[src/rtl/rsg_pkg.sv]
package rsg_pkg;
	// ==========================================================
	// clock and timing
	localparam int unsigned CLK_HZ        = 20_000_000;
	localparam int unsigned SCALE_DIV     = 100;
	localparam logic [6:0]  SCALE_DIV_MAX = 7'(SCALE_DIV - 1);
	localparam logic [4:0]  MULT_STEPS    = 5'h10;
	localparam logic [4:0]  CONV_STEPS    = 5'h10;
	localparam logic [17:0] PCT_FULL      = 18'h1_86A0; // 100000 = 100.000 percent

	// ==========================================================
	// register byte offsets
	localparam logic [7:0] OFF_CTRL     = 8'h00;
	localparam logic [7:0] OFF_DELAY    = 8'h04;
	localparam logic [7:0] OFF_WIDTH    = 8'h08;
	localparam logic [7:0] OFF_STATUS   = 8'h0C;
	localparam logic [7:0] OFF_PERIOD   = 8'h10;
	localparam logic [7:0] OFF_FRACTION = 8'h14;

	// ==========================================================
	// field positions and reset values
	localparam int unsigned CTRL_MODE_LO   = 0;
	localparam int unsigned CTRL_PASSAGE   = 2;
	localparam int unsigned CTRL_CONVERT   = 3;
	localparam logic [1:0]  MODE_RST       = 2'h0;
	localparam logic [19:0] DELAY_RST      = 20'h0_0000;
	localparam logic [11:0] WIDTH_RST      = 12'h001;
	localparam logic [15:0] PERIOD_MAX     = 16'hFFFF;

	// ==========================================================
	// operating selector and sequencer phases
	typedef enum logic [1:0] {
		MODE_SCALE1,
		MODE_SCALE100,
		MODE_CONTINUOUS_GATE_SETTING,
		MODE_SPARE
	} rsg_mode_t;

	typedef enum logic [1:0] {
		PH_IDLE,
		PH_SPEED,
		PH_DELAY,
		PH_GATE
	} rsg_phase_t;

	// apb request side bundled
	typedef struct packed {
		logic        psel;
		logic        penable;
		logic        pwrite;
		logic [7:0]  paddr;
		logic [31:0] pwdata;
	} rsg_apb_req_t;
endpackage

[src/rtl/rsg_bcd_digit.sv]
`timescale 1ns/100ps
// one decade of a loadable bcd down counter with borrow chaining
module rsg_bcd_digit (
	input  wire logic       clock,
	input  wire logic       rst,
	input  wire logic       load,
	input  wire logic [3:0] load_val,
	input  wire logic       dec_in,
	output logic      [3:0] digit,
	output logic            borrow_out
);
	logic [3:0] digit_r;

	// borrow goes to the next decade when this one wraps
	assign borrow_out = dec_in && (digit_r == 4'h0);
	assign digit      = digit_r;

	// load wins over counting
	always_ff @(posedge clock) begin
		if (rst) begin
			digit_r <= 4'h0;
		end else if (load) begin
			digit_r <= (load_val > 4'h9) ? 4'h9 : load_val;
		end else if (dec_in) begin
			digit_r <= (digit_r == 4'h0) ? 4'h9 : digit_r - 4'h1;
		end
	end
endmodule // rsg_bcd_digit

[src/rtl/rsg_gate_timing_controller.sv]
`timescale 1ns/100ps
module rsg_gate_timing_controller
	import rsg_pkg::*;
(
	input  wire logic                  clock,
	input  wire logic                  rst,
	input  wire rsg_pkg::rsg_apb_req_t apb_req,
	output logic                [31:0] prdata,
	output logic                       pready,
	output logic                       pslverr,
	input  wire logic                  rev_trigger,
	input  wire logic                  blade_trigger,
	output logic                       gate_out,
	output logic                       overflow_led
);
	import rsg_pkg::*;

	// ==========================================================
	// register file
	rsg_mode_t   mode_r;
	logic        passage_r;
	logic [19:0] delay_pct_r;
	logic [11:0] width_set_r;
	logic        pready_r;
	logic        pslverr_r;
	logic [31:0] prdata_r;

	// ==========================================================
	// sequencer state
	rsg_phase_t  phase_r;
	logic        rev_d_r;
	logic        blade_d_r;
	logic [15:0] period_cnt_r;
	logic [15:0] period_r;
	logic        ovf_seen_r;
	logic        overflow_r;
	logic [15:0] fraction_r;
	logic        frac_valid_r;
	logic        conv_busy_r;
	logic [4:0]  conv_cnt_r;
	logic [17:0] conv_rem_r;
	logic        mult_busy_r;
	logic [4:0]  mult_cnt_r;
	logic [31:0] prod_r;
	logic [15:0] delay_load_r;
	logic        delay_ready_r;
	logic [15:0] delay_cnt_r;
	logic        delay_run_r;
	logic        dummy_r;
	logic        gate_r;
	logic        gate_out_r;
	logic        pp_armed_r;
	logic        pp_block_r;
	logic [6:0]  div_cnt_r;

	// ==========================================================
	// apb decode
	wire access   = apb_req.psel && apb_req.penable && !pready_r;
	wire done     = apb_req.psel && apb_req.penable && pready_r;
	wire hit      = (apb_req.paddr == OFF_CTRL) || (apb_req.paddr == OFF_DELAY)
	             || (apb_req.paddr == OFF_WIDTH) || (apb_req.paddr == OFF_STATUS)
	             || (apb_req.paddr == OFF_PERIOD) || (apb_req.paddr == OFF_FRACTION);
	wire wr_en    = done && apb_req.pwrite && !pslverr_r;
	wire wr_ctrl  = wr_en && (apb_req.paddr == OFF_CTRL);
	wire convert  = wr_ctrl && apb_req.pwdata[CTRL_CONVERT];
	wire [1:0] mode_wr = apb_req.pwdata[CTRL_MODE_LO +: 2];

	// read mux, status shows the sequencer's own state
	logic [31:0] rd_mux;
	always_comb begin
		case (apb_req.paddr)
			OFF_CTRL:     rd_mux = {28'h000_0000, 1'b0, passage_r, mode_r};
			OFF_DELAY:    rd_mux = {12'h000, delay_pct_r};
			OFF_WIDTH:    rd_mux = {20'h0_0000, width_set_r};
			OFF_STATUS:   rd_mux = {26'h000_0000, conv_busy_r, frac_valid_r,
			                        phase_r, gate_r, overflow_r};
			OFF_PERIOD:   rd_mux = {16'h0000, period_r};
			OFF_FRACTION: rd_mux = {16'h0000, fraction_r};
			default:      rd_mux = 32'h0000_0000;
		endcase
	end

	// one wait state, answer and error registered
	always_ff @(posedge clock) begin
		if (rst) begin
			pready_r  <= 1'b0;
			pslverr_r <= 1'b0;
			prdata_r  <= 32'h0000_0000;
		end else begin
			pready_r  <= access;
			pslverr_r <= access && !hit;
			if (access && !apb_req.pwrite) begin
				prdata_r <= rd_mux;
			end
		end
	end

	assign pready  = pready_r;
	assign pslverr = pslverr_r;
	assign prdata  = prdata_r;

	// operator settings; reserved mode code folds to scale 1
	always_ff @(posedge clock) begin
		if (rst) begin
			mode_r      <= rsg_mode_t'(MODE_RST);
			passage_r   <= 1'b0;
			delay_pct_r <= DELAY_RST;
			width_set_r <= WIDTH_RST;
		end else if (wr_en) begin
			if (wr_ctrl) begin
				mode_r    <= (mode_wr == MODE_SPARE) ? MODE_SCALE1 : rsg_mode_t'(mode_wr);
				passage_r <= apb_req.pwdata[CTRL_PASSAGE];
			end
			if (apb_req.paddr == OFF_DELAY) begin
				delay_pct_r <= apb_req.pwdata[19:0];
			end
			if (apb_req.paddr == OFF_WIDTH) begin
				width_set_r <= apb_req.pwdata[11:0];
			end
		end
	end

	// ==========================================================
	// trigger edges and mode changes
	wire continuous_gate_setting      = (mode_r == MODE_CONTINUOUS_GATE_SETTING);
	wire leave     = wr_ctrl && continuous_gate_setting && (mode_wr != MODE_CONTINUOUS_GATE_SETTING);
	wire rev_edge  = rev_trigger && !rev_d_r;
	wire trig      = rev_edge && !continuous_gate_setting;
	wire blade_edge = blade_trigger && !blade_d_r;
	wire period_ovf = (phase_r == PH_SPEED) && (period_cnt_r == PERIOD_MAX);

	always_ff @(posedge clock) begin
		if (rst) begin
			rev_d_r   <= 1'b0;
			blade_d_r <= 1'b0;
		end else begin
			rev_d_r   <= rev_trigger;
			blade_d_r <= blade_trigger;
		end
	end

	// modulo-three phase counter with an idle entry state
	always_ff @(posedge clock) begin
		if (rst) begin
			phase_r <= PH_IDLE;
		end else if (leave) begin
			phase_r <= PH_IDLE;
		end else if (trig) begin
			case (phase_r)
				PH_IDLE:  phase_r <= PH_SPEED;
				PH_SPEED: phase_r <= PH_DELAY;
				PH_DELAY: phase_r <= PH_GATE;
				PH_GATE:  phase_r <= PH_SPEED;
				default:  phase_r <= PH_IDLE;
			endcase
		end
	end

	// ==========================================================
	// speed phase: period counter, capture and overflow
	wire start_speed = trig && ((phase_r == PH_IDLE) || (phase_r == PH_GATE));
	wire capture     = trig && (phase_r == PH_SPEED);

	always_ff @(posedge clock) begin
		if (rst) begin
			period_cnt_r <= 16'h0000;
			period_r     <= 16'h0000;
			ovf_seen_r   <= 1'b0;
			overflow_r   <= 1'b0;
		end else begin
			if (start_speed) begin
				period_cnt_r <= 16'h0000;
				ovf_seen_r   <= 1'b0;
			end else if (phase_r == PH_SPEED) begin
				period_cnt_r <= period_cnt_r + 16'h0001;
				if (period_ovf) begin
					ovf_seen_r <= 1'b1;
				end
			end
			if (capture) begin
				period_r <= period_cnt_r;
			end
			// set wins over the clear at a clean capture
			if (period_ovf) begin
				overflow_r <= 1'b1;
			end else if (capture && !ovf_seen_r) begin
				overflow_r <= 1'b0;
			end
		end
	end

	assign overflow_led = overflow_r;

	// ==========================================================
	// percent to fraction conversion by restoring division
	logic [16:0] pct_bin;
	always_comb begin
		pct_bin = 17'(delay_pct_r[3:0])
		        + 17'(delay_pct_r[7:4]) * 17'd10
		        + 17'(delay_pct_r[11:8]) * 17'd100
		        + 17'(delay_pct_r[15:12]) * 17'd1000
		        + 17'(delay_pct_r[19:16]) * 17'd10000;
	end

	wire [17:0] rem2 = {conv_rem_r[16:0], 1'b0};
	wire        qbit = (rem2 >= PCT_FULL);

	always_ff @(posedge clock) begin
		if (rst) begin
			conv_busy_r  <= 1'b0;
			conv_cnt_r   <= 5'h00;
			conv_rem_r   <= 18'h0_0000;
			fraction_r   <= 16'h0000;
			frac_valid_r <= 1'b0;
		end else if (convert && !conv_busy_r) begin
			conv_busy_r  <= 1'b1;
			conv_cnt_r   <= 5'h00;
			conv_rem_r   <= {1'b0, pct_bin};
			frac_valid_r <= 1'b0;
		end else if (conv_busy_r) begin
			conv_rem_r <= qbit ? rem2 - PCT_FULL : rem2;
			fraction_r <= {fraction_r[14:0], qbit};
			conv_cnt_r <= conv_cnt_r + 5'h01;
			if (conv_cnt_r == CONV_STEPS - 5'h01) begin
				conv_busy_r  <= 1'b0;
				frac_valid_r <= 1'b1;
			end
		end
	end

	// ==========================================================
	// delay phase: serial shift-and-add multiply, keep upper half
	always_ff @(posedge clock) begin
		if (rst) begin
			mult_busy_r   <= 1'b0;
			mult_cnt_r    <= 5'h00;
			prod_r        <= 32'h0000_0000;
			delay_load_r  <= 16'h0000;
			delay_ready_r <= 1'b0;
		end else if (capture) begin
			mult_busy_r   <= 1'b1;
			mult_cnt_r    <= 5'h00;
			prod_r        <= 32'h0000_0000;
			delay_ready_r <= 1'b0;
		end else if (mult_busy_r) begin
			if (fraction_r[mult_cnt_r[3:0]]) begin
				prod_r <= prod_r + ({16'h0000, period_r} << mult_cnt_r);
			end
			mult_cnt_r <= mult_cnt_r + 5'h01;
			if (mult_cnt_r == MULT_STEPS) begin
				mult_busy_r   <= 1'b0;
				delay_load_r  <= prod_r[31:16];
				delay_ready_r <= 1'b1;
			end
		end
	end

	// ==========================================================
	// gate phase: delay counter, gate flip-flop, width counter
	wire start_gate = trig && (phase_r == PH_DELAY);
	wire arm_delay  = start_gate && !overflow_r && !gate_r && delay_ready_r;
	wire carry      = delay_run_r && (delay_cnt_r == 16'h0000);
	wire in_gate    = (phase_r == PH_GATE) && !dummy_r;
	wire reopen     = passage_r && pp_armed_r && !pp_block_r && in_gate
	               && blade_edge && !gate_r;
	wire open_evt   = carry || reopen;
	wire tick100    = (div_cnt_r == SCALE_DIV_MAX);
	wire step_en    = (mode_r == MODE_SCALE100) ? tick100 : 1'b1;
	logic [11:0] width_now;
	logic [3:0]  borrow;
	wire wzero      = (width_now == 12'h000);
	wire wstep      = gate_r && !wzero && step_en;
	wire wdone      = gate_r && wzero && !open_evt;

	always_ff @(posedge clock) begin
		if (rst || leave) begin
			delay_run_r <= 1'b0;
			delay_cnt_r <= 16'h0000;
			dummy_r     <= 1'b0;
		end else begin
			if (start_gate) begin
				dummy_r <= gate_r;
			end
			if (arm_delay) begin
				delay_cnt_r <= delay_load_r;
				delay_run_r <= 1'b1;
			end else if (carry) begin
				delay_run_r <= 1'b0;
			end else if (delay_run_r) begin
				delay_cnt_r <= delay_cnt_r - 16'h0001;
			end
		end
	end

	// gate opens on carry or a per-passage reopen, closes when the width runs out or on leaving continuous mode
	always_ff @(posedge clock) begin
		if (rst || leave) begin
			gate_r <= 1'b0;
		end else if (open_evt) begin
			gate_r <= 1'b1;
		end else if (wdone) begin
			gate_r <= 1'b0;
		end
	end

	// divide-by-100 prescaler restarted at every gate opening
	always_ff @(posedge clock) begin
		if (rst || open_evt || tick100) begin
			div_cnt_r <= 7'h00;
		end else begin
			div_cnt_r <= div_cnt_r + 7'h01;
		end
	end

	// per-passage arming; a passage seen while open blocks the rest
	always_ff @(posedge clock) begin
		if (rst || leave || (phase_r != PH_GATE)) begin
			pp_armed_r <= 1'b0;
			pp_block_r <= 1'b0;
		end else begin
			if (carry && passage_r) begin
				pp_armed_r <= 1'b1;
			end
			if (pp_armed_r && blade_edge && gate_r) begin
				pp_block_r <= 1'b1;
			end
		end
	end

	// three decades preset from the width setting
	assign borrow[0] = wstep;
	genvar gi;
	generate
		for (gi = 0; gi < 3; gi++) begin : g_dec
			rsg_bcd_digit u_digit (
				.clock      (clock),
				.rst        (rst),
				.load       (open_evt),
				.load_val   (width_set_r[gi*4 +: 4]),
				.dec_in     (borrow[gi]),
				.digit      (width_now[gi*4 +: 4]),
				.borrow_out (borrow[gi+1])
			);
		end
	endgenerate

	// registered gate output, forced on in continuous mode
	always_ff @(posedge clock) begin
		if (rst) begin
			gate_out_r <= 1'b0;
		end else begin
			gate_out_r <= continuous_gate_setting || (gate_r && !open_evt) || open_evt;
		end
	end

	assign gate_out = gate_out_r;
endmodule // rsg_gate_timing_controller

[config.mk]
export PLATFORM = sky130hd
export DESIGN_NAME = rsg_gate_timing_controller
export DESIGN_NICKNAME = d
export VERILOG_FILES = /design/src/rtl/rsg_pkg.sv /design/src/rtl/rsg_bcd_digit.sv /design/src/rtl/rsg_gate_timing_controller.sv
export SDC_FILE = /design/constraint.sdc
export NUM_CORES = 1
export LEC_CHECK = 0
export BUFFER_PORTS_ARGS = -buffer_cell sky130_fd_sc_hd__buf_2
export CORE_ASPECT_RATIO = 0.75
export CORE_MARGIN = 3
export CORE_UTILIZATION = 52
export DETAILED_ROUTE_END_ITERATION = 7
export PLACE_DENSITY = 0.81
export SKIP_LAST_GASP = 1
export SYNTH_ARGS = -nofsm -noshare
export SYNTH_HDL_FRONTEND = slang
export SYNTH_SLANG_ARGS = --single-unit
[constraint.sdc]
create_clock -name clock -period 6.5 [get_ports clock]
set_clock_uncertainty 0.15 [all_clocks]
set_input_delay 0.65 -clock clock [delete_from_list [all_inputs] [get_ports clock]]
set_output_delay 0.65 -clock clock [all_outputs]
set_load 0.02 [all_outputs]
## After elaboration in Yosys (flattened, before gate mapping)

Index checks and enable logic that the tools add are counted.

| word-level totals | value |
|---|---|
| input bits | 47 |
| logic and storage cells | 213 |
| output and inout port bits | 36 |
| register bits after elaboration | 243 |

| cells by class | value |
|---|---|
| muxes and demuxes | 36 |
| add/subtract/negate cells | 14 |
| reduce and logical (&&, ||, !) cells | 98 |
| magnitude comparators | 5 |
| bitwise logic cells | 2 |
| $mul | 4 |
| equality and inequality tests | 18 |
| shifts and indexed selects | 1 |

Operators with widths:

| cell | number |
|---|---|
| 20-bit case mux with 6 select lines | 1 |
| 17-bit 2-to-1 mux | 3 |
| 16-bit 2-to-1 mux | 3 |
| 4-bit 2-to-1 mux | 12 |
| 1-bit logical AND | 40 |
| 32-bit adder | 1 |
| 16-bit by 5-bit left shift with 32-bit output | 1 |
| 18-bit by 17-bit >= comparator with 1-bit output (second input constant) | 1 |
| 2-bit AND reduction | 9 |
| 15-bit by 17-bit adder with 17-bit output | 1 |
| 17-bit subtractor (second input constant) | 1 |
| 16-bit by 1-bit adder with 16-bit output (second input constant) | 1 |
| 16-bit equality test (second input constant) | 1 |
| 8-bit by 4-bit equality test with 1-bit output (second input constant) | 2 |
| 8-bit by 5-bit equality test with 1-bit output (second input constant) | 2 |
| 16-bit zero test | 1 |
| 2-bit nonzero test | 8 |
| 16-bit by 1-bit subtractor with 16-bit output (second input constant) | 1 |
| 12-bit by 14-bit adder with 15-bit output | 1 |
| 1-bit zero test | 15 |
| 1-bit 2-to-1 mux | 14 |
| 1-bit logical OR | 13 |
| 4-bit by 10-bit multiplier with 13-bit output (second input constant) | 1 |
| 9-bit by 11-bit adder with 12-bit output | 1 |
| other kinds (26) | 44 |

## Longest topological paths before layout

Gate-level depths: netlist (run 1).

| depth | value |
|---|---|
| word-level depth | 10 |
| depth in mapped cells | 21 |
| mapped depth without buffers | 21 |

## By module

From an unflattened synthesis (run 1), not the netlist that was laid out.

| unflattened totals | value |
|---|---|
| cell total of the unflattened synthesis | 1812 |
| area total of the unflattened synthesis | 14851.7 um^2 |

By module, submodules not included:

| module | area each (um^2) | seq. area each (um^2) | times used | cells an instance |
|---|---|---|---|---|
| rsg_gate_timing_controller | 14217.4 | 4384.2 | 1 | 1734 |
| rsg_bcd_digit | 211.5 | 80.1 | 3 | 26 |

## Worst setup path after synthesis (run 1)

OpenSTA, ideal clock, no wires.

| timing | value |
|---|---|
| path kind | register -> register |
| from | reg delay_pct_r[13] |
| to | reg conv_rem_r[16] |
| data arrival time | 4.438 ns |
| library setup time | 0.131 ns |
| slack | 1.780 ns |
| clock period less this slack | 4.720 ns |
| cell stages (with the launch flop) | 21 |
| data required time | 6.219 ns |
| path buffers | 0 |
| cell sequence | dfxtp_1 fa_1 inv_1 fa_1 inv_1 ha_1 a21o_1 a21oi_1 nor2_1 o21ai_0 nand2_1 xor2_1 ha_1 ha_1 ha_1 or2_2 a21oi_1 a31oi_1 a31oi_1 xnor2_1 o22ai_1 |

| on the way | value |
|---|---|
| longest elaborated chain between the ends | 4 |

RTL lines:

| element | line | text |
|---|---|---|
| start, declared | rsg_gate_timing_controller.sv:22 | `logic [19:0] delay_pct_r;` |
| start signal, assigned | rsg_gate_timing_controller.sv:115 | `delay_pct_r <= apb_req.pwdata[19:0];` |
| 4-bit by 7-bit multiplier with 11-bit output | rsg_gate_timing_controller.sv:201 | `+ 17'(delay_pct_r[15:12]) * 17'd1000` |
| 12-bit by 14-bit adder with 15-bit output | rsg_gate_timing_controller.sv:201 |  |
| 15-bit by 17-bit adder with 17-bit output | rsg_gate_timing_controller.sv:202 | `+ 17'(delay_pct_r[19:16]) * 17'd10000;` |
| 17-bit 2-to-1 mux | rsg_gate_timing_controller.sv:215 | `end else if (convert && !conv_busy_r) begin` |
| end signal, assigned | rsg_gate_timing_controller.sv:218 | `conv_rem_r <= {1'b0, pct_bin};` |
| end signal, assigned | rsg_gate_timing_controller.sv:221 | `conv_rem_r <= qbit ? rem2 - PCT_FULL : rem2;` |
| end, declared | rsg_gate_timing_controller.sv:41 | `logic [17:0] conv_rem_r;` |

Every way passes these cells.
A chain may end at the register's enable or synchronous reset.

## Worst setup path after layout (run 1)

| timing | value |
|---|---|
| from | reg delay_pct_r[13] |
| to | reg conv_rem_r[14] |

Same word-level chain as after synthesis.

==> flow_summary.ini, run 1 <==
[outcome]
status = finished, final reports clean

[synth]
yosysWarnings = 0
ys_async_sr_fraction_pct = 0
synth.most_common_cell = nor2_1
synth.distinct_cells = 74
ys.flop_type = dfxtp_1
syn_inst = 1829
synth_area_sq_um = 14860
synth_top_area_cell = dfxtp_1
ys_ff_latch = 231
syn_area_per_cell_sq_um = 8.122
synth_seq_area_share_pct = 31.13
synth_commonest_cells = 244 x nor2_1, 231 x dfxtp_1, 218 x nand2_1
synth_area_leaders = dfxtp_1 31%, ha_1 9.2%, nor2_1 6.2%
synth_top_area_share_pct = 31.13
synth-edff-count = 0

[flow_run]
max_cap_violations = 0

[critical_path]
crit_fanout = 7
required_ps = 6770
slowest_stage = fa_1
path_cells = fa_1 > inv_1 > fa_1 > inv_1 > ha_1 > a21o_1 > a21oi_1 > nor2_1 > o21ai_0 > nand2_1 > xor2_1 > ha_1 > ha_1 > ha_1 > or2_2 > a21oi_1 > a31oi_1 > xor2_1 > nand2_1 > a221oi_1
slowest_delay_ps = 630
arrival_ps = 5540
critical_path_class = reg2reg
startpoint_type = flip-flop
cp-end-kind = flip-flop
crit_top_cell = ha_1

[power_and_ir_drop]
seqPwrFrac_pct = 47.0
cell_internal_pwr_mw = 2.361
p_clk_share_pct = 49.2
combPwrFrac_pct = 3.8
peakVddDrop_mv = 0.2014
power.leakage_nw = 6.687
swShare_pct = 22.76
cellPowerDensity_nw_per_um2 = 189.2
p_switching_mw = 0.6956

[die]
initial_utilization_pct = 53.98
die_h_um = 152.4
io_pins = 83
core_area_sq_um = 27520
fp-row-count = 52
die_x_um = 201.2
die_area_sq_um = 30650

[sta]
tns_ps = 0
slew_headroom_pct = 27.04
rsz0062_at_grt = false
fin_crit_ps = 5267
finalSetupViolations = 0
max_clock_freq_mhz = 189.9
timing.final.crit_share_pct = 81.03
slew_violations = 0
hold_viol = 0
worstMarginPinSlew_ps = 1090
setup_slack_ps = 1233

[global_route]
track_usage_pct = 23.52
grt_pass1_wl_um = 61230
grt_max_degree = 73
antenna_found_initial = 0
overflow = 0
grt_pass1_vias = 12128

[cells_and_area]
finalNetCount = 2017
antenna_cells = 0
final_util_pct = 58.68
layout.cells.non_filler = 2227
area_delta_synth_final_pct = 8.709
drive_gt1_share_pct = 8.491

[place]
portBuffers = 58
dp.cells = 2184
hpwl_um = 27190
pre_cts_slack_ps = 1341
place_congestion = 0.9021

[clock_tree]
clockBufferDepth = 3
insertion_delay_ps = 540
cts.sinks = 231
cts_resized = 0
cts_tree = done
cts_hold_buf = 0
clk_pin_slew_ps = 70
cts_made_buffers = 25
cts-htree-levels = 1
cts_root_buf = clkbuf_16
cts_setup_buffers = 0

[routing]
routed_wl_um = 37340
antenna_left = 0
drc_errors = 0
vias_per_cell = 5.815
drt_pass1_iterations = 6
routed-via-count = 12951
wire_per_inst_um = 16.77
initialDrtViolationCount = 1203

[hold_path]
worstHoldPathType = in2reg
==> worst max-delay path, delay by kind of cell, from the launching register on <==
kind,cells,cell delay [ps]
flip-flops,1,420
AO/OA/AOI/OAI,6,1150
buffers and inverters,2,140
adder cells (fa/ha/maj),6,2450
AND/OR/NAND/NOR,4,540
XOR/XNOR,2,300
==> area by class of cell <==
cell class                 instances  area (sq um)
clock buffer                      33         685.7
clock inverter                    10         167.7
fill                            2379         11370
inverter                          97         364.1
multi-input combinational       1407          9443
timing repair buffer              71         390.4
tap                              378         473.0
sequential                       231          4626
==> metal layers <==
layer  routed length [um]  vias to the layer above  GRT usage [%]
li1                     -                     6362              -
met1                17970                     6074          35.45
met2                15940                      450          35.67
met3                 2613                       65          3.160
met4                  822                        0          5.644
met5                    0                        -              0
==> cell families (layout without fill, tap and decap cells) <==
family	count (synthesis)	after routing	share of synthesized area, %
other	1	12	0.02524
xor gates and xnor gates	99	99	5.837
adders and majority gates	137	137	12.95
AOI/OAI and AO/OA	402	402	16.75
DFF	231	231	31.13
and+or+nand+nor	663	663	19.92
muxes	94	94	7.698
buffers and inverters	202	211	5.685
==> path summary, 6_finish.rpt <==
path	slack [ps]	to	cells after the start	start
worst max register to register	1230	conv_rem_r[14]$_SDFFE_PP0P_	20	delay_pct_r[13]$_SDFFE_PP0P_
worst min register to register	290	div_cnt_r[0]$_SDFF_PP0_	1	div_cnt_r[0]$_SDFF_PP0_
worst min-delay path	200	rev_d_r$_SDFF_PP0_	2	rev_trigger
worst max-delay path	1230	conv_rem_r[14]$_SDFFE_PP0P_	20	delay_pct_r[13]$_SDFFE_PP0P_
==> cells in the final DEF (no fill, tap or decap), types with 40 or more instances in the layout <==
master	Yosys	routed
xor2_1	40	40
nor2_1	244	244
mux2i_1	67	67
o21ai_0	57	57
a21oi_1	175	175
nand2_1	218	218
inv_1	95	95
buf_2	9	57
nand3_1	41	40
dfxtp_1	231	230
ha_1	109	109
a211oi_1	40	40
xnor2_1	59	59
==> through the flow <==
stage	hold WS [ps]	instance area [sq um]	power, mW
after floorplan	263.0	14900	1.549
after global placement	274.1	15300	1.579
after detailed placement	281.0	15300	1.582
after CTS	186.3	16150	3.070
after global routing	207.7	16150	3.139
final	198.4	16150	3.056
==> power groups by stage <==
stage	combinational, mW	clock, mW	sequential, mW
global route	0.129	1.57	1.44
CTS	0.116	1.52	1.44
global placement	0.113	0	1.47
detailed placement	0.115	0	1.47
finish	0.117	1.50	1.44
floorplan	0.0841	0	1.46
==> sequential cells by signal, indices dropped and copies added (netlist names), 2 cells and up <==
register / cells
conv_cnt_r: 5
conv_rem_r: 17
delay_cnt_r: 16
delay_load_r: 16
delay_pct_r: 20
div_cnt_r: 7
fraction_r: 16
g_dec.u_digit.digit: 12
mode_r: 2
mult_cnt_r: 5
period_cnt_r: 16
period_r: 16
phase_r: 2
prdata: 20
prod_r: 32
width_set_r: 12
Note: power is estimated with default switching activity, not from simulation.
==> run 2, diff against run 1 <==
--- a/config.mk
+++ b/config.mk
@@ -5,12 +5,13 @@
 export SDC_FILE = /design/constraint.sdc
 export NUM_CORES = 1
 export LEC_CHECK = 0
+export ABC_AREA = 1
 export BUFFER_PORTS_ARGS = -buffer_cell sky130_fd_sc_hd__buf_2
 export CORE_ASPECT_RATIO = 0.75
 export CORE_MARGIN = 3
 export CORE_UTILIZATION = 52
 export DETAILED_ROUTE_END_ITERATION = 7
-export PLACE_DENSITY = 0.81
+export PLACE_DENSITY = 0.83
 export SKIP_LAST_GASP = 1
 export SYNTH_ARGS = -nofsm -noshare
 export SYNTH_HDL_FRONTEND = slang
==> constraint.sdc (replaced) <==
create_clock -name clock -period 4.7 [get_ports clock]
set_clock_uncertainty 0.15 [all_clocks]
set_input_delay 0.47 -clock clock [delete_from_list [all_inputs] [get_ports clock]]
set_output_delay 0.47 -clock clock [all_outputs]
set_load 0.02 [all_outputs]
==> run 2 against run 1 <==
Highest routed layer unchanged. Combinational power up 100%. Power up 46%. Die area up 6.6%. Sequential power up 38%. Clock power up 48%. Non-clock buffer count up 22. Area after synthesis up 6.9%. Critical path type unchanged. First-iteration DRC count up 59%.
==> flow_summary.ini, run 2 <==
[synth]
synth_area_sq_um = 15880
synth_commonest_cells = 492 x nand2_1, 307 x inv_1, 259 x nor2_1
synth_seq_area_share_pct = 29.13
synth_top_area_cell = dfxtp_1
ys_ff_latch = 231
synth.distinct_cells = 62
syn_area_per_cell_sq_um = 6.750
syn_inst = 2352
yosysWarnings = 0
synth_area_leaders = dfxtp_1 29%, nand2_1 12%, ha_1 8.6%
ys.flop_type = dfxtp_1
synth_top_area_share_pct = 29.13
synth-edff-count = 0
synth.most_common_cell = nand2_1
ys_async_sr_fraction_pct = 0

[routing]
antenna_left = 0
vias_per_cell = 5.712
routed-via-count = 16016
drc_errors = 0
wire_per_inst_um = 16.63
initialDrtViolationCount = 1907
drt_pass1_iterations = 6
routed_wl_um = 46640

[critical_path]
reg2reg_to = conv_rem_r[12]$_SDFFE_PP0P_
cp-end-kind = flip-flop
crit_fanout = 4
r2r-start = delay_pct_r[15]$_SDFFE_PP0P_
required_ps = 4970
slowest_delay_ps = 620
crit_family = adder cells
path_cells = fa_1 > inv_2 > fa_1 > ha_4 > a21oi_2 > o21ai_1 > buf_4 > xor2_2 > fa_1 > inv_1 > ha_4 > ha_4 > nand2_2 > nor2_2 > nor2_2 > buf_4 > nand3_1 > nand2_1 > nand3_1 > o21ai_0 > a21oi_1 > nor2_1
r2r_cells = 22
critPathBufInv = 4
slowest_stage = fa_1
startpoint_type = flip-flop
arrival_ps = 4940
r2r_slack_ps = 30
critical_path_class = reg2reg

[hold_path]
hp-start = apb_req[4]
hold_end = width_set_r[4]$_SDFFE_PP0P_
worstHoldPathType = in2reg
min_path_cells = 3

[sta]
timing.final.crit_share_pct = 99.33
max_clock_freq_mhz = 214.2
hold_viol = 0
rsz0062_at_grt = true
tns_ps = 0
slew_headroom_pct = 38.07
slew_violations = 0
worstMarginPinSlew_ps = 927.9
fin_crit_ps = 4668
finalSetupViolations = 0

[place]
hpwl_um = 34750
place_area_sq_um = 16450
place_congestion = 0.9747
dp.cells = 2758
portBuffers = 58

[power_and_ir_drop]
power.leakage_nw = 8.129
p_switching_mw = 1.033
seqPwrFrac_pct = 44.7
cell_internal_pwr_mw = 3.418
finalPower_mw = 4.450
p_clk_share_pct = 49.9
cellPowerDensity_nw_per_um2 = 251.4
peakVddDrop_mv = 0.2520
combPwrFrac_pct = 5.4
swShare_pct = 23.20

[cells_and_area]
fin_area_sq_um = 17700
finalNetCount = 2579
area_delta_synth_final_pct = 11.49
regMostFlops = prod_r
final_common_cell = nand2_1
n_fill_cell = 2586
final_util_pct = 59.81
layout.cells.non_filler = 2804
drive_gt1_share_pct = 9.619
antenna_cells = 0
final_cell_mix = 487 x nand2_1, 304 x inv_1, 254 x nor2_1
multi_input_area_sq_um = 9897
seq_area_sq_um = 4626
largest_reg_flops = 32

[die]
core_area_sq_um = 29590
die_x_um = 207.8
die_h_um = 157.3
initial_utilization_pct = 53.64
die_area_sq_um = 32680
fp-row-count = 54
io_pins = 83

[clock_tree]
cts_made_buffers = 24
clk_pin_slew_ps = 70
insertion_delay_ps = 550
cts.sinks = 231
clockBufferDepth = 3
cts-htree-levels = 1
cts_tree = done
cts_root_buf = clkbuf_16

[global_route]
grt_pass1_wl_um = 73730
antenna_found_initial = 0
overflow = 0
grt_max_degree = 56
grt_pass1_vias = 14473
track_usage_pct = 27.24

[flow_run]
max_cap_violations = 0

[outcome]
status = finished, final reports clean
-- run 2: tightest hold or removal path, delay by kind of cell --
family	cells	cell delay, ps
AND/OR/NAND/NOR	2	120
buffers and inverters	1	100
-- run 2: worst max path at each step --
stage                                 start                           to  depth (start not counted)
2_1_floorplan  delay_pct_r[13]$_SDFFE_PP0P_  conv_rem_r[14]$_SDFFE_PP0P_                         24
3_3_place_gp   delay_pct_r[13]$_SDFFE_PP0P_  conv_rem_r[16]$_SDFFE_PP0P_                         28
3_5_place_dp   delay_pct_r[13]$_SDFFE_PP0P_  conv_rem_r[14]$_SDFFE_PP0P_                         24
4_1_cts        delay_pct_r[13]$_SDFFE_PP0P_  conv_rem_r[15]$_SDFFE_PP0P_                         26
5_1_grt        delay_pct_r[15]$_SDFFE_PP0P_  conv_rem_r[15]$_SDFFE_PP0P_                         22
6_report       delay_pct_r[15]$_SDFFE_PP0P_  conv_rem_r[12]$_SDFFE_PP0P_                         22
-- run 2: layout make-up --
type	instances	area share, %
multi-input cells	1721	55.92
flip-flops and latches	231	26.13
inverters	324	6.899
clock buffers	31	3.711
repair buffers	93	3.153
well taps	392	2.771
clock inverters	12	1.414
-- run 2: cells by family after synthesis --
logic type | count (synthesis) | share of synthesized area [%]
XOR/XNOR | 58 | 3.200
AO/OA/AOI/OAI | 528 | 18.18
buffers and inverters | 411 | 10.79
other | 1 | 0.02362
multiplexers | 4 | 0.2522
AND/OR/NAND/NOR | 982 | 26.30
flip-flops | 231 | 29.13
adder cells (fa/ha/maj) | 137 | 12.12
-- run 2: metal layers --
layer / part of all wire [%] / track usage [%]
met5: 0 / 0
met4: 2.9 / 7.251
met3: 11 / 5.559
met2: 41 / 40.25
met1: 45 / 40.51
-- run 2: stage by stage --
stage | hold WS [ps] | worst slack, ps
finish | 30.83 | 31.50
global route | 20.90 | -164.9
CTS | 5.359 | 4.618
detailed placement | 289.7 | -79.42
global placement | 278.0 | -48.45
floorplan | 267.6 | 93.53
-- run 2: timing repair --
item,4_1_cts,5_1_grt
setup endpoints to repair,6,7
pin swaps,3,31
hold buffers,2,0
buffers inserted,1,0
resized for setup,9,49
hold endpoints to repair,2,0
-- run 2: power groups by stage --
stage               Clock, mW  Sequential [mW]  Combinational (mW)
finish                   2.22             1.99               0.238
global route             2.32             1.99               0.262
CTS                      2.24             1.99               0.232
detailed placement          0             2.03               0.227
global placement            0             2.03               0.222
floorplan                   0             2.03               0.162
